### src/pkg/tmv_pkg.sv
// constants, field layout and types of the eight-bit event timer
`default_nettype none
package tmv_pkg;
  // register port widths
  localparam int unsigned TMV_AW = 3;
  localparam int unsigned TMV_DW = 8;
  localparam int unsigned TMV_PW = 7;
  // register indices on the register port
  localparam logic [2:0] OFS_CNT = 3'h0;
  localparam logic [2:0] OFS_CORA = 3'h1;
  localparam logic [2:0] OFS_CORB = 3'h2;
  localparam logic [2:0] OFS_CTL0 = 3'h3;
  localparam logic [2:0] OFS_CSR = 3'h4;
  localparam logic [2:0] OFS_CTL1 = 3'h5;
  // reset values and counter maximum
  localparam logic [7:0] CNT_RST = 8'h00;
  localparam logic [7:0] COR_RST = 8'hFF;
  localparam logic [7:0] CTL_RST = 8'h00;
  localparam logic [7:0] CNT_MAX = 8'hFF;
  localparam logic [7:0] RD_IDLE = 8'h00;
  localparam logic [6:0] PRE_RST = 7'h00;
  // control zero fields
  localparam int unsigned C0_IE_B = 7;
  localparam int unsigned C0_IE_A = 6;
  localparam int unsigned C0_IE_W = 5;
  localparam int unsigned C0_CLR_HI = 4;
  localparam int unsigned C0_CLR_LO = 3;
  localparam int unsigned C0_CKS_HI = 2;
  localparam int unsigned C0_CKS_LO = 0;
  // control/status fields, bit 4 reads as one
  localparam int unsigned CS_FLAG_B = 7;
  localparam int unsigned CS_FLAG_A = 6;
  localparam int unsigned CS_FLAG_W = 5;
  localparam int unsigned CS_ACT_B_HI = 3;
  localparam int unsigned CS_ACT_B_LO = 2;
  localparam int unsigned CS_ACT_A_HI = 1;
  localparam int unsigned CS_ACT_A_LO = 0;
  localparam logic [7:0] CS_ONES = 8'h10;
  // control one fields, bits 7:5 and 1 read as one
  localparam int unsigned C1_EDGE_HI = 4;
  localparam int unsigned C1_EDGE_LO = 3;
  localparam int unsigned C1_TRIGGER_START_ENABLE = 2;
  localparam int unsigned C1_PICK = 0;
  localparam logic [7:0] C1_ONES = 8'hE2;
  // counter clear conditions
  typedef enum logic [1:0] {
    CLR_NONE = 2'b00,
    CLR_MATCH_A = 2'b01,
    CLR_MATCH_B = 2'b10,
    CLR_PIN = 2'b11
  } tmv_clr_t;
  // waveform pin action on a compare match
  typedef enum logic [1:0] {
    ACT_KEEP = 2'b00,
    ACT_LOW = 2'b01,
    ACT_HIGH = 2'b10,
    ACT_TOGGLE = 2'b11
  } tmv_act_t;
  // count gate state under trigger start
  typedef enum logic {
    ST_HALT = 1'b0,
    ST_RUN = 1'b1
  } tmv_run_t;
  // edge selection codes
  localparam logic [1:0] EDGE_RISE = 2'b01;
endpackage
`default_nettype wire

### src/hdl/tmv_timer.sv
// eight-bit event timer with two compare constants and waveform pin
//
// Functional notes
// - eight-bit counter counts up on selected source
// - counter readable and writable at any time
// - wrap past maximum sets wrap flag
// - reset loads counter with zero
// - compare constants reset to all ones, writable
// - counter equal constant A sets flag A
// - constant B behaves like constant A
// - flag A with enable requests interrupt
// - no compare A during write to it
// - waveform pin follows matches and action bits
// - control zero bits 7:5 enable interrupts
// - clear select 00 none, 01 A, 10 B
// - code 11 clears on clear pin rise
// - counter can halt when cleared
// - select codes 000 and 100 block counting
// - internal codes count divided clock falling edges
// - external codes count rise, fall or both
// - trigger edge rise, fall or both starts count
// - flags cleared by write 0 after read 1
// - action codes keep, low, high, toggle per match
// - waveform pin low until first match
// - trigger start halts on clearing match
//
// Our own choices: the register offsets and the strobed register port.
`default_nettype none
module tmv_timer
  import tmv_pkg::*;
(
  input wire logic sys_clk_i,
  input wire logic reset_n_i,
  input wire logic ce_i,
  input wire logic [TMV_AW-1:0] addr_i,
  input wire logic [TMV_DW-1:0] wdata_i,
  input wire logic wr_i,
  input wire logic rd_i,
  output logic [TMV_DW-1:0] rdata_o,
  input wire logic ext_count_clock_pin_i,
  input wire logic ext_clear_pin_i,
  input wire logic start_trigger_pin_i,
  output logic wave_out_pin_o,
  output logic irq_o
);

  ////////////////////////////////////////////////////////////////
  // helpers

  // edge hit for a select code: bit 0 rise, bit 1 fall
  function automatic logic edge_hit(input logic [1:0] sel, input logic prev, input logic cur);
    edge_hit = (sel[0] & cur & ~prev) | (sel[1] & ~cur & prev);
  endfunction

  // new pin level for a match action
  function automatic logic apply_act(input tmv_act_t act, input logic cur);
    unique case (act)
      ACT_KEEP: apply_act = cur;
      ACT_LOW: apply_act = 1'b0;
      ACT_HIGH: apply_act = 1'b1;
      ACT_TOGGLE: apply_act = ~cur;
    endcase
  endfunction

  ////////////////////////////////////////////////////////////////
  // declarations

  logic [7:0] cnt_q;
  logic [7:0] cora_q;
  logic [7:0] corb_q;
  logic [7:0] ctl0_q;
  logic [7:0] ctl1_q;
  logic [3:0] act_q;
  logic [2:0] flag_q;
  logic [2:0] arm_q;
  logic [6:0] pre_q;
  logic [2:0] xclk_q;
  logic [2:0] xclr_q;
  logic [2:0] trig_q;
  logic eq_a_q;
  logic eq_b_q;
  tmv_run_t run_q;
  logic [7:0] rdata_q;
  logic wave_q;
  logic irq_q;

  logic wr_cnt;
  logic wr_cora;
  logic wr_corb;
  logic wr_csr;
  logic eq_a;
  logic eq_b;
  logic mev_a;
  logic mev_b;
  logic [2:0] cks;
  logic [2:0] div_log;
  logic [6:0] div_mask;
  logic src_tick;
  logic cnt_tick;
  logic clr_ev;
  logic wrap_ev;
  logic trig_ev;
  tmv_clr_t clr_sel;
  logic [7:0] csr_view;

  ////////////////////////////////////////////////////////////////
  // register port decode

  assign wr_cnt = wr_i & (addr_i == OFS_CNT);
  assign wr_cora = wr_i & (addr_i == OFS_CORA);
  assign wr_corb = wr_i & (addr_i == OFS_CORB);
  assign wr_csr = wr_i & (addr_i == OFS_CSR);
  assign clr_sel = tmv_clr_t'(ctl0_q[C0_CLR_HI:C0_CLR_LO]);
  assign cks = ctl0_q[C0_CKS_HI:C0_CKS_LO];
  assign csr_view = {flag_q, 1'b0, act_q} | CS_ONES;

  // control and constant registers
  always_ff @(posedge sys_clk_i) begin
    if (!reset_n_i) begin
      cora_q <= COR_RST;
      corb_q <= COR_RST;
      ctl0_q <= CTL_RST;
      ctl1_q <= CTL_RST;
      act_q <= 4'h0;
    end else if (ce_i && wr_i) begin
      unique case (addr_i)
        OFS_CORA: cora_q <= wdata_i;
        OFS_CORB: corb_q <= wdata_i;
        OFS_CTL0: ctl0_q <= wdata_i;
        OFS_CTL1: ctl1_q <= wdata_i & ~C1_ONES;
        OFS_CSR: act_q <= wdata_i[CS_ACT_B_HI:CS_ACT_A_LO];
        default: ;
      endcase
    end
  end

  // read data, valid one cycle after the strobe only
  always_ff @(posedge sys_clk_i) begin
    if (!reset_n_i) begin
      rdata_q <= RD_IDLE;
    end else if (ce_i) begin
      rdata_q <= RD_IDLE;
      if (rd_i) begin
        unique case (addr_i)
          OFS_CNT: rdata_q <= cnt_q;
          OFS_CORA: rdata_q <= cora_q;
          OFS_CORB: rdata_q <= corb_q;
          OFS_CTL0: rdata_q <= ctl0_q;
          OFS_CSR: rdata_q <= csr_view;
          OFS_CTL1: rdata_q <= ctl1_q | C1_ONES;
          default: rdata_q <= RD_IDLE;
        endcase
      end
    end
  end

  ////////////////////////////////////////////////////////////////
  // pin synchronisers, stage 0 feeds stage 1 only

  always_ff @(posedge sys_clk_i) begin
    if (!reset_n_i) begin
      xclk_q <= 3'h0;
      xclr_q <= 3'h0;
      trig_q <= 3'h0;
    end else if (ce_i) begin
      xclk_q <= {xclk_q[1:0], ext_count_clock_pin_i};
      xclr_q <= {xclr_q[1:0], ext_clear_pin_i};
      trig_q <= {trig_q[1:0], start_trigger_pin_i};
    end
  end

  ////////////////////////////////////////////////////////////////
  // count source selection

  // free prescaler; bit k-1 falls when the low k bits are all ones
  always_ff @(posedge sys_clk_i) begin
    if (!reset_n_i) begin
      pre_q <= PRE_RST;
    end else if (ce_i) begin
      pre_q <= pre_q + 7'h01;
    end
  end

  assign div_log = {cks[1:0], ctl1_q[C1_PICK]};
  assign div_mask = 7'((8'h01 << div_log) - 8'h01);

  // internal divided tick, external edges, or nothing
  always_comb begin
    src_tick = 1'b0;
    if (cks[1:0] != 2'b00) begin
      if (!cks[2]) begin
        src_tick = &(pre_q | ~div_mask);
      end else begin
        src_tick = edge_hit(cks[1:0], xclk_q[2], xclk_q[1]);
      end
    end
  end

  ////////////////////////////////////////////////////////////////
  // compare, clear and trigger events

  assign eq_a = (cnt_q == cora_q) & ~wr_cora;
  assign eq_b = (cnt_q == corb_q) & ~wr_corb;
  assign mev_a = eq_a & ~eq_a_q;
  assign mev_b = eq_b & ~eq_b_q;
  assign trig_ev = edge_hit(ctl1_q[C1_EDGE_HI:C1_EDGE_LO], trig_q[2], trig_q[1]);

  // clear condition chosen by the clear select field
  always_comb begin
    unique case (clr_sel)
      CLR_NONE: clr_ev = 1'b0;
      CLR_MATCH_A: clr_ev = mev_a;
      CLR_MATCH_B: clr_ev = mev_b;
      CLR_PIN: clr_ev = edge_hit(EDGE_RISE, xclr_q[2], xclr_q[1]);
    endcase
  end

  assign cnt_tick = src_tick & (run_q == ST_RUN);
  assign wrap_ev = cnt_tick & (cnt_q == CNT_MAX) & ~clr_ev & ~wr_cnt;

  // match history so a standing match fires once
  always_ff @(posedge sys_clk_i) begin
    if (!reset_n_i) begin
      eq_a_q <= 1'b0;
      eq_b_q <= 1'b0;
    end else if (ce_i) begin
      eq_a_q <= eq_a;
      eq_b_q <= eq_b;
    end
  end

  // count gate: trigger starts, a clear halts
  always_ff @(posedge sys_clk_i) begin
    if (!reset_n_i) begin
      run_q <= ST_RUN;
    end else if (ce_i) begin
      if (!ctl1_q[C1_TRIGGER_START_ENABLE]) begin
        run_q <= ST_RUN;
      end else if (clr_ev) begin
        run_q <= ST_HALT;
      end else if (trig_ev) begin
        run_q <= ST_RUN;
      end
    end
  end

  ////////////////////////////////////////////////////////////////
  // counter

  always_ff @(posedge sys_clk_i) begin
    if (!reset_n_i) begin
      cnt_q <= CNT_RST;
    end else if (ce_i) begin
      if (wr_cnt) begin
        cnt_q <= wdata_i;
      end else if (clr_ev) begin
        cnt_q <= CNT_RST;
      end else if (cnt_tick) begin
        cnt_q <= cnt_q + 8'h01;
      end
    end
  end

  ////////////////////////////////////////////////////////////////
  // flags: set beats clear, clear needs a prior read of one

  always_ff @(posedge sys_clk_i) begin
    if (!reset_n_i) begin
      flag_q <= 3'h0;
      arm_q <= 3'h0;
    end else if (ce_i) begin
      if (wr_csr) begin
        arm_q <= 3'h0;
      end else if (rd_i && addr_i == OFS_CSR) begin
        arm_q <= arm_q | flag_q;
      end
      flag_q[2] <= mev_b | (flag_q[2] & ~(wr_csr & arm_q[2] & ~wdata_i[CS_FLAG_B]));
      flag_q[1] <= mev_a | (flag_q[1] & ~(wr_csr & arm_q[1] & ~wdata_i[CS_FLAG_A]));
      flag_q[0] <= wrap_ev | (flag_q[0] & ~(wr_csr & arm_q[0] & ~wdata_i[CS_FLAG_W]));
    end
  end

  ////////////////////////////////////////////////////////////////
  // waveform pin and interrupt request

  always_ff @(posedge sys_clk_i) begin
    if (!reset_n_i) begin
      wave_q <= 1'b0;
    end else if (ce_i) begin
      if (mev_b) begin
        wave_q <= apply_act(tmv_act_t'(act_q[3:2]), mev_a ? apply_act(tmv_act_t'(act_q[1:0]), wave_q) : wave_q);
      end else if (mev_a) begin
        wave_q <= apply_act(tmv_act_t'(act_q[1:0]), wave_q);
      end
    end
  end

  always_ff @(posedge sys_clk_i) begin
    if (!reset_n_i) begin
      irq_q <= 1'b0;
    end else if (ce_i) begin
      irq_q <= |(flag_q & ctl0_q[C0_IE_B:C0_IE_W]);
    end
  end

  assign rdata_o = rdata_q;
  assign wave_out_pin_o = wave_q;
  assign irq_o = irq_q;
endmodule
`default_nettype wire

### config.mk
export PLATFORM = sky130hd
export DESIGN_NAME = tmv_timer
export DESIGN_NICKNAME = d
export VERILOG_FILES = /design/src/pkg/tmv_pkg.sv /design/src/hdl/tmv_timer.sv
export SDC_FILE = /design/constraint.sdc
export NUM_CORES = 1
export LEC_CHECK = 0
export ABC_AREA = 1
export BUFFER_PORTS_ARGS = -buffer_cell sky130_fd_sc_hd__clkbuf_2
export CAP_MARGIN = 10
export CORE_MARGIN = 1.5
export CORE_UTILIZATION = 37
export CTS_BUF_LIST = sky130_fd_sc_hd__clkbuf_4
export DETAILED_ROUTE_END_ITERATION = 16
export PLACE_DENSITY_LB_ADDON = 0.15
export SLEW_MARGIN = 5
export SYNTH_ARGS = -nofsm -noshare
export SYNTH_HDL_FRONTEND = slang
export SYNTH_SLANG_ARGS = --single-unit
### constraint.sdc
create_clock -name sys_clk_i -period 2.15 [get_ports sys_clk_i]
set_input_delay 0.1075 -clock sys_clk_i [delete_from_list [all_inputs] [get_ports sys_clk_i]]
set_output_delay 0.1075 -clock sys_clk_i [all_outputs]
set_load 0.03 [all_outputs]
==> results of run 1 <==
[metrics by stage]
step	area [um2]	setup slack (ns)	std cells
2_1_floorplan	3780	0.636	559
3_3_place_gp	4090	0.221	712
3_5_place_dp	4090	0.163	712
4_1_cts	4310	0.144	736
5_1_grt	4310	0.0112	736
6_report	4310	0.260	736
[registers in the layout, summed over array words and instances, names as in the netlist, 3 cells and up]
register and flops:
cnt_q 8, cora_q 8, corb_q 8, ctl0_q 8, rdata_o 8, pre_q 7, act_q 4, ctl1_q 4
arm_q 3, flag_q 3, trig_q 3, xclk_q 3, xclr_q 3
[Yosys cell counts (all sizes together), types with 3 or more instances]
| library cell | instances |
|---|---|
| nand2 | 145 |
| o211ai | 15 |
| nand3b | 3 |
| clkbuf | 12 |
| inv | 64 |
| nand4 | 6 |
| o2111ai | 3 |
| nand3 | 28 |
| o31ai | 3 |
| a21oi | 50 |
| o21ai | 42 |
| xor2 | 6 |
| buf | 8 |
| xnor2 | 4 |
| o22ai | 6 |
| dfxtp | 75 |
| nor2 | 70 |
| nor3 | 5 |
[power groups by stage]
stage	registers (uW)	clock network, uW	logic (uW)
6_report	1460	903	284
5_1_grt	1460	985	317
3_3_place_gp	1490	0	269
2_1_floorplan	1490	0	160
3_5_place_dp	1490	0	270
4_1_cts	1460	932	283
[cell type report]
cell class                 count  area (um2)
clock inverter                 6        65.1
tap                          133         166
timing repair buffer          48         310
sequential                    75        1500
multi-input combinational    399        1950
inverter                      65         244
fill                        1034        5550
clock buffer                  10        75.1
[cell families after synthesis]
| logic type | Yosys count |
|---|---|
| fa+ha+maj | 2 |
| xor+xnor | 10 |
| simple gates | 260 |
| buf+inv | 85 |
| compound gates | 127 |
| flops | 75 |
[timing repair]
item,CTS,global route
hold buffers,8,0
setup endpoints to repair,0,9
endpoints found under the hold margin,13,0
resized for setup,0,3
[per-layer routing]
layer	up-vias	part of all wire (%)	GRT usage (%)
met3	16	6.0	4.64
met2	117	44	33.6
met4	0	1.6	7.34
met5	-	0	0
li1	1915	-	-
met1	1703	48	29.8
[worst max-delay path, stage by stage, from the launching register on]
cell and delay (ns):
dfxtp_1 0.46, ha_1 0.23, nand3_1 0.16, nor4_1 0.35, nand3_1 0.13, nor2_1 0.12
nand4_1 0.18, a21oi_1 0.19
[how the worst min path moves through the flow]
stage                           end
final                     ctl1_q[4]
after global routing      ctl1_q[4]
after CTS                 corb_q[7]
after detailed placement  trig_q[0]
after global placement    trig_q[0]
after floorplan           cora_q[1]
==> summary.md, run 1 <==
| Metric | Value |
|---|---|
| Result of the run | complete, no violations |
| Power density over cell area | 614 nW/um2 |
| Hold path start | wdata_i[4] |
| Yosys warnings | 0 |
| Initial DRT Pass Iterations | 5 |
| First-pass GRT wire length | about 18000 um |
| Final routed DRC violation total | 0 |
| Crit. Startpoint | cnt_q[1] |
| Final count of pins violating max slew | 0 |
| Multiplexer share of the synthesized area | 0% |
| Die X | between 100 and 150 um |
| CP Capture Type | flop |
| Max-cap violation count | 0 |
| Number of setup buffers added after CTS | 0 |
| Top flip-flop cell by instance count after synthesis | dfxtp_1 |
| Arithmetic-cell share of the synthesized area counting full adders, half adders and majority gates | less than 1% |
| Net count of the mapped netlist | 580 |
| Path type of the worst setup path | reg2reg |
| Max Clk Rate | roughly 530 MHz |
| Reg2Reg Setup Slack | between 0.2 and 0.3 ns |
| Total Nets Final | between 600 and 700 |
| Hold Path Stages | 3 |
| Relative contribution of the clock network to total power | 34.1% |
| Number of buffers created by CTS | 9 |
| Fraction of registers with async set/reset | 0% |
| Root Buffer Master | clkbuf_4 |
| Gate count after technology mapping | roughly 560 |
| Number of different library cells in the post-synthesis netlist | 39 |
| Number of buffers added on ports | 28 |
| Post-synthesis average cell area | between 6 and 7 um2 |
| Final setup skew | between 0.02 and 0.025 ns |
| Core region area | around 9900 um2 |
| End point of the critical path | flag_q[0] |
| Fraction of synthesized cell area in xor and xnor cells | 2.32% |
| Combinational family with the most area after synthesis | simple AND/OR/NAND/NOR gates |
| Placer Congestion | just under 0.9 |
| RR Startpoint | cnt_q[1] |
| Final cycle utilization of the critical path | around 88% |
| Area fraction of the dominant cell type after synthesis | between 30 and 40% |
| Switching share of power | between 20 and 30% |
| Gr ovfl total | 0 |
| Transition time at the pin with the least slew margin | 0.730 ns |
| Antenna violations before repair | 0 |
| H-tree Lvls | 3 |
| Y dimension of the die | between 100 and 150 um |
| Vias per cell | approximately 5 |
| RSZ-0062 raised after global routing | false |
| Worst Path Required | 2.52 ns |
| Reg-to-reg endpoint | flag_q[0] |
| Sink Count | 75 |
| Sequential Power Share | 55.1% |
| Vias after detailed routing | 3751 |
| Total Negative Setup Slacks | 0 ns |
| Average wire per cell in the routed design | between 15 and 20 um |
| Pin count of the biggest net entering global routing | 31 |
| Total Power Consumption | about 2600 uW |
| Top library cells by usage in the layout, fill and taps aside | 141 x nand2_1, 73 x dfxtp_1, 63 x nor2_1 |
| Standard-cell row count | 36 |
| Proportion of layout cells with a drive suffix above 1 | approximately 14% |
| Top-Level Pins | 29 |
| Post-layout util | 43.7% |
| Hold Worst Slack | just under 0.03 ns |
| Initial Util | 38.3% |
| Endpoint arrival time on the critical path | ~2.3 ns |
| Global-route usage over all layers | 21.7% |
| Worst slew margin relative to its limit | approximately 50% |
| Vias in the first global route | 3455 |
| Largest cells by area after synthesis | dfxtp_1 40%, nand2_1 14%, a21oi_1 6.6% |
| Number of enable-type register cells in the synthesized netlist | 0 |
| Synthesized cell area | between 3000 and 4000 um2 |
| Critical path fanouts, max | 5 |
| Internal Pwr Total | between 1500 and 2000 uW |
| Clock tree from TritonCTS | built |
| Complex-gate fraction of the synthesized area | between 10% and 20% |
| Worst skew pair latency | around 0.45 ns |
| # setup viols final | 0 |
| Leak Pwr | slightly below 0.002 uW |
| Gate power share | 10.7% |
| Clk buf depth | 2 |
| Antenna Nets Post-Route | 0 |
| Synthesis-to-layout area growth | 14.0% |
| Count of final hold-check violations | 0 |
| Total wirelength of the detailed-routed design | around 11000 um |
| Commonest non-fill, non-tap cell in the layout | nand2_1 |
| Kind of launch point of the worst setup path | flop |
| Hold Path Class | in2reg |
| Net Switching | 752 uW |
| Share of the yosys chip area belonging to registers | approximately 40% |
| Yosys top cell by area | dfxtp_1 |
| Worst-path clk slew | ~0.15 ns |
| Fraction of the mapped netlist area in simple logic gates | between 20 and 30% |
| Flip-flop and latch count after synthesis | 75 |
| Length in cells of the worst reg-to-reg path | 7 |
| Detail Placement HPWL | 8290 um |
| Worst-case vdd ir drop | 0.542 mV |
| Die outline area | ~11000 um2 |
| Number of DRC violations after detailed-routing iteration 0 | approximately 270 |
| Min Clock Period, post-route | approximately 1.9 ns |
| ANT cells | 0 |
Note: power is estimated with default switching activity, not from simulation.
==> run 2: changes to the inputs <==
==> constraint.sdc (replaced) <==
create_clock -name sys_clk_i -period 2.3 [get_ports sys_clk_i]
set_input_delay 0.115 -clock sys_clk_i [delete_from_list [all_inputs] [get_ports sys_clk_i]]
set_output_delay 0.115 -clock sys_clk_i [all_outputs]
set_load 0.03 [all_outputs]
==> run 2 against run 1 <==
Sequential power decreased by 7%. Core utilization decreased by 0.49 points. Via count decreased by 1.6%. Power decreased by 1.2%. Hold slack got worse by 0.016 ns. Sequential share of layout area increased by 0.34 points. Die area unchanged. Combinational power decreased by 11%. Final cell count decreased by 1.2%.
==> summary.md, run 2 (synthesized netlist as in run 1, its figures left out) <==
| Metric | Value |
|---|---|
| Result of the run | complete, no violations (unchanged) |
| Hold Path Class | in2reg (unchanged) |
| Standard-cell row count | 36 (unchanged) |
| Critical path fanouts, max | 16 (was 5) |
| Crit path largest cell delay | 0.50 ns (was 0.46 ns) |
| RSZ-0062 raised after global routing | false (unchanged) |
| Antenna violations before repair | 0 (unchanged) |
| Total Negative Setup Slacks | 0 ns (unchanged) |
| Worst-case vdd ir drop | 0.342 mV (was 0.542 mV) |
| Path type of the worst setup path | reg2reg (unchanged) |
| First-pass GRT wire length | 17900 um (was 18300 um) |
| Die X | 104 um (unchanged) |
| Y dimension of the die | 104 um (unchanged) |
| Root Buffer Master | clkbuf_4 (unchanged) |
| Top-Level Pins | 29 (unchanged) |
| Global-route usage over all layers | 21.1% (was 21.7%) |
| Gr ovfl total | 0 (unchanged) |
| # setup viols final | 0 (unchanged) |
| Proportion of layout cells with a drive suffix above 1 | 12.5% (was 13.6%) |
| Count of final hold-check violations | 0 (unchanged) |
| Master of the slowest instance on the critical path | dfxtp_1 (unchanged) |
| H-tree Lvls | 3 (unchanged) |
| Number of buffers added on ports | 28 (unchanged) |
| Final setup skew | 0.0197 ns (was 0.0233 ns) |
| Leak Pwr | 0.00191 uW (was 0.00193 uW) |
| Final count of pins violating max slew | 0 (unchanged) |
| Worst skew pair latency | 0.44 ns (was 0.45 ns) |
| Min Clock Period, post-route | 2.00 ns (was 1.89 ns) |
| ANT cells | 0 (unchanged) |
| Pin count of the biggest net entering global routing | 32 (was 31) |
| Initial DRT Pass Iterations | 5 (unchanged) |
| Fin area | 4260 um2 (was 4310 um2) |
| Average wire per cell in the routed design | 15.3 um (was 15.2 um) |
| Max Clk Rate | 499 MHz (was 529 MHz) |
| Max-cap violation count | 0 (unchanged) |
| Endpoint arrival time on the critical path | 2.39 ns (was 2.26 ns) |
| Vias in the first global route | 3423 (was 3455) |
| CP Capture Type | flop (unchanged) |
| Sink Count | 75 (unchanged) |
| Synthesis-to-layout area growth | 12.7% (was 14.0%) |
| Top library cells by usage in the layout, fill and taps aside | 142 x nand2_1, 75 x dfxtp_1, 63 x nor2_1 (was 141 x nand2_1, 73 x dfxtp_1, 63 x nor2_1) |
| Total wirelength of the detailed-routed design | 11100 um (was 11200 um) |
| Worst-path clk slew | 0.14 ns (was 0.15 ns) |
| Total Nets Final | 610 (was 619) |
| Cell with the most instances on the worst path | nand2_1 (was nand3_1) |
| Antenna Nets Post-Route | 0 (unchanged) |
| Number of setup buffers added after CTS | 0 (unchanged) |
| Worst Path Required | 2.68 ns (was 2.52 ns) |
| Kind of launch point of the worst setup path | flop (unchanged) |
| Placer Congestion | 0.844 (was 0.879) |
| Series of cell instances along the critical path | inv_2 > nand2_1 > nand2_1 > nor2_1 > nand2_1 > nor2_2 > nand3_2 > nand2_1 > nand2_1 > nand3_2 > nand2_4 > nand2_1 > nand2_1 > nor2_1 (was ha_1 > nand3_1 > nor4_1 > nand3_1 > nor2_1 > nand4_1 > a21oi_1) |
| Count of hold-fix buffers inserted at cts | 4 (was 8) |
| Worst slew margin relative to its limit | 50.0% (was 51.3%) |
| Die outline area | 10800 um2 (unchanged) |
| Clock tree from TritonCTS | built (unchanged) |
| Core region area | 9860 um2 (unchanged) |
| Commonest non-fill, non-tap cell in the layout | nand2_1 (unchanged) |
| Vias after detailed routing | 3692 (was 3751) |
| Transition time at the pin with the least slew margin | 0.749 ns (was 0.730 ns) |
| Detail Placement HPWL | 8230 um (was 8290 um) |
| Clk buf depth | 2 (unchanged) |
| Initial Util | 38.3% (unchanged) |
| Power density over cell area | 614 nW/um2 (about the same) |
| Number of DRC violations after detailed-routing iteration 0 | 257 (was 265) |
| Number of buffers created by CTS | 9 (unchanged) |
| Vias per cell | 5.08 (was 5.10) |
| Post-cts sizing count | 0 (unchanged) |
| Dpl cell area | 4050 um2 (was 4090 um2) |
| Final routed DRC violation total | 0 (unchanged) |
| Post-layout util | 43.2% (was 43.7%) |
| Final cycle utilization of the critical path | 87.2% (was 87.9%) |
==> run 2: stage by stage <==
stage	cells	hold slack [ns]	total power [uW]	worst slack, ns
global placement	707	0.338	1640	0.382
detailed placement	707	0.345	1640	0.349
CTS	727	0.0000476	2640	0.315
finish	727	0.0136	2620	0.295
global route	727	0.0237	2720	0.00674
floorplan	559	0.241	1540	0.786
==> run 2: worst max-delay path, delay by kind of cell (launching register included) <==
family	cells	cell delay [ns]
simple gates	13	1.37
buf+inv	1	0.09
flops	1	0.50
==> run 2: final timing paths <==
kind	from	end	slack, ns	cells past startpoint
setup / recovery	cnt_q[2]	cnt_q[0]	0.30	14
hold / removal	wdata_i[6]	ctl0_q[6]	0.01	3
setup reg to reg	cnt_q[2]	cnt_q[0]	0.30	14
hold reg to reg	xclr_q[2]	xclr_q[2]	0.46	2
==> run 2: area by class of cell <==
| cell class | count | area, um2 |
|---|---|---|
| Multi-Input combinational cell | 399 | 1940 |
| Clock inverter | 7 | 106 |
| Tap cell | 133 | 166 |
| Timing Repair Buffer | 39 | 233 |
| Fill cell | 1030 | 5600 |
| Clock buffer | 9 | 67.6 |
| Inverter | 65 | 244 |
| Sequential cell | 75 | 1500 |
==> run 2: metal layers <==
| metal | part of all wire, % | wire length (um) | vias up | track usage [%] |
|---|---|---|---|---|
| met1 | 48 | 5370 | 1690 | 30.1 |
| met3 | 5.5 | 611 | 10 | 3.57 |
| met5 | 0 | 0 | - | 0 |
| met2 | 45 | 5000 | 105 | 32.5 |
| li1 | - | - | 1887 | - |
| met4 | 1.5 | 168 | 0 | 6.25 |
==> run 2: power by group <==
group / internal [uW] / total, uW / switching [uW]
Combinational: 80.4 / 254 / 174
Clock: 459 / 997 / 537
Sequential: 1340 / 1360 / 28.1
Total: 1880 / 2620 / 740
==> run 3: changes to the inputs <==
--- a/config.mk
+++ b/config.mk
@@ -6,7 +6,7 @@
 export NUM_CORES = 1
 export LEC_CHECK = 0
 export ABC_AREA = 1
-export BUFFER_PORTS_ARGS = -buffer_cell sky130_fd_sc_hd__clkbuf_2
+export BUFFER_PORTS_ARGS = -buffer_cell sky130_fd_sc_hd__buf_4
 export CAP_MARGIN = 10
 export CORE_MARGIN = 1.5
 export CORE_UTILIZATION = 37
==> run 3 against run 2 <==
Clock power shrank 20%. Non-clock buffer count increased by 6. Clock skew decreased by 0.0046 ns. Critical path type unchanged. Critical path depth shrank 4. Global-route usage is essentially flat. Routed wire length fell by 0.74%. Flip-flop and latch count unchanged. Sequential share of layout area fell by 0.76 points. Core utilization up 0.95 points. Highest routed layer unchanged. Largest power group unchanged. Setup slack worse by 0.0086 ns. Die area unchanged. Final cell count grew 0.83%.
==> summary.md, run 3 (synthesized netlist as in run 1, its figures left out) <==
| Metric | Value |
|---|---|
| Total wirelength of the detailed-routed design | 11100 um (about the same) |
| Total Negative Setup Slacks | 0 ns (unchanged) |
| Reg2Reg Setup Slack | 0.29 ns (was 0.30 ns) |
| Y dimension of the die | 104 um (unchanged) |
| Final cycle utilization of the critical path | 87.5% (was 87.2%) |
| Final routed DRC violation total | 0 (unchanged) |
| Max Clk Rate | 497 MHz (was 499 MHz) |
| Vias after detailed routing | 3722 (was 3692) |
| Internal Pwr Total | 1690 uW (was 1880 uW) |
| Worst-path clk slew | 0.15 ns (was 0.14 ns) |
| Critical path fanouts, max | 16 (unchanged) |
| Top library cells by usage in the layout, fill and taps aside | 141 x nand2_1, 75 x dfxtp_1, 63 x nor2_1 (was 142 x nand2_1, 75 x dfxtp_1, 63 x nor2_1) |
| Hold Path Class | in2reg (unchanged) |
| Proportion of layout cells with a drive suffix above 1 | 12.3% (was 12.5%) |
| Final setup skew | 0.0151 ns (was 0.0197 ns) |
| RSZ-0062 raised after global routing | false (unchanged) |
| Top-Level Pins | 29 (unchanged) |
| Global-route usage over all layers | 21.1% (about the same) |
| Die outline area | 10800 um2 (unchanged) |
| Layout filler cell count | 1025 (was 1030) |
| RR Startpoint | cnt_q[2] (unchanged) |
| Count of final hold-check violations | 0 (unchanged) |
| Switching share of power | 30.7% (was 28.3%) |
| Hold Path Stages | 2 (was 3) |
| Reg-to-reg endpoint | cnt_q[4] (was cnt_q[0]) |
| Net Switching | 749 uW (was 740 uW) |
| # setup viols final | 0 (unchanged) |
| Number of buffers added on ports | 28 (unchanged) |
| Power density over cell area | 560 nW/um2 (was 614 nW/um2) |
| Sink Count | 75 (unchanged) |
| Max-cap violation count | 0 (unchanged) |
| Total Nets Final | 616 (was 610) |
| Hold path start | reset_n_i (was wdata_i[6]) |
| Vias per cell | 5.08 (about the same) |
| Die X | 104 um (unchanged) |
| Antenna violations before repair | 0 (unchanged) |
| First-pass GRT wire length | 18200 um (was 17900 um) |
| Crit. Startpoint | cnt_q[2] (unchanged) |
| Antenna Nets Post-Route | 0 (unchanged) |
| Endpoint arrival time on the critical path | 2.38 ns (was 2.39 ns) |
| Final critical-path setup slack | 0.287 ns (was 0.295 ns) |
| Sequential Power Share | 56.0% (was 52.2%) |
| Initial DRT Pass Iterations | 5 (unchanged) |
| Clock tree from TritonCTS | built (unchanged) |
| Commonest non-fill, non-tap cell in the layout | nand2_1 (unchanged) |
| Worst skew pair latency | 0.43 ns (was 0.44 ns) |
| CP Capture Type | flop (unchanged) |
| Vias in the first global route | 3486 (was 3423) |
| Synthesis-to-layout area growth | 15.2% (was 12.7%) |
| Clk buf depth | 2 (unchanged) |
| Placer Congestion | 0.865 (was 0.844) |
| Core region area | 9860 um2 (unchanged) |
| Initial Util | 38.3% (unchanged) |
| Gate power share | 11.2% (was 9.7%) |
| Pin count of the biggest net entering global routing | 32 (unchanged) |
| Final count of pins violating max slew | 0 (unchanged) |
| Result of the run | complete, no violations (unchanged) |
| ANT cells | 0 (unchanged) |
| Endpoint of the worst hold-timing path | cora_q[3] (was ctl0_q[6]) |
| Transition time at the pin with the least slew margin | 0.731 ns (was 0.749 ns) |
| Worst-case vdd ir drop | 0.331 mV (was 0.342 mV) |
| H-tree Lvls | 3 (unchanged) |
| Worst Path Required | 2.67 ns (was 2.68 ns) |
| Post-Place Setup Slack | 0.253 ns (was 0.349 ns) |
| Sequential cell area in the final layout | 1500 um2 (unchanged) |
| Number of DRC violations after detailed-routing iteration 0 | 199 (was 257) |
| Number of setup buffers added after CTS | 0 (unchanged) |
| Root Buffer Master | clkbuf_4 (unchanged) |
| Min Clock Period, post-route | 2.01 ns (was 2.00 ns) |
| Detail Placement HPWL | 8080 um (was 8230 um) |
| Kind of launch point of the worst setup path | flop (unchanged) |
| Leak Pwr | 0.00193 uW (was 0.00191 uW) |
| Multi-input logic area | 1950 um2 (was 1940 um2) |
| Total Power Consumption | 2440 uW (was 2620 uW) |
| Standard-cell row count | 36 (unchanged) |
| Gr ovfl total | 0 (unchanged) |
| Path type of the worst setup path | reg2reg (unchanged) |
| Number of buffers created by CTS | 9 (unchanged) |
| Relative contribution of the clock network to total power | 32.9% (was 38.1%) |
| Average wire per cell in the routed design | 15.1 um (was 15.3 um) |
| Length in cells of the worst reg-to-reg path | 10 (was 14) |
| Worst slew margin relative to its limit | 51.2% (was 50.0%) |
[run 3: layer usage]
layer | vias to the layer above | wire length, um | GRT usage, %
li1 | 1902 | - | -
met1 | 1705 | 5420 | 29.4
met2 | 100 | 4920 | 33.2
met3 | 15 | 575 | 4.32
met4 | 0 | 151 | 5.85
met5 | - | 0 | 0
[run 3: metrics by stage]
stage          hold WS (ns)  cell area (um2)  std cells  utilization, %
6_report             0.0606             4360        733            44.2
5_1_grt              0.0516             4360        733            44.2
3_5_place_dp          0.344             4110        706            41.7
3_3_place_gp          0.337             4110        706            41.7
4_1_cts              0.0350             4350        733            44.1
2_1_floorplan         0.241             3780        559               -
[run 3: power groups by stage]
stage	Clock [uW]	Combinational (uW)	Sequential (uW)
CTS	828	271	1360
global route	873	303	1370
floorplan	0	149	1400
finish	801	273	1360
detailed placement	0	256	1390
global placement	0	254	1390
[run 3: worst max path at each step]
stage,to,slack (ns)
6_report,cnt_q[4],0.29
5_1_grt,cnt_q[2],0.07
4_1_cts,cnt_q[4],0.20
3_5_place_dp,cnt_q[1],0.25
3_3_place_gp,cnt_q[0],0.28
2_1_floorplan,cnt_q[0],0.79
[run 3: cell type report]
type / instances / share of cell area (%)
Sequential cell: 75 / 34.5
Inverter: 65 / 5.60
Timing Repair Buffer: 45 / 8.39
Clock buffer: 9 / 1.55
Tap cell: 133 / 3.82
Clock inverter: 7 / 1.49
Multi-Input combinational cell: 399 / 44.7
[run 3: repair_timing]
item                       CTS  global route
setup endpoints to repair    0             7
hold endpoints to repair    24             0
gates resized for setup      0             1
hold buffers                11             0
[run 3: worst max-delay path: stages, from the launching register on]
cell	delay, ns
dfxtp_1	0.51
xor2_1	0.13
nor2_1	0.12
nand2_1	0.07
nor2_2	0.19
nand4_2	0.33
nand3_2	0.21
nand2_4	0.15
nand2_1	0.09
nand2_1	0.05
nor2_1	0.09
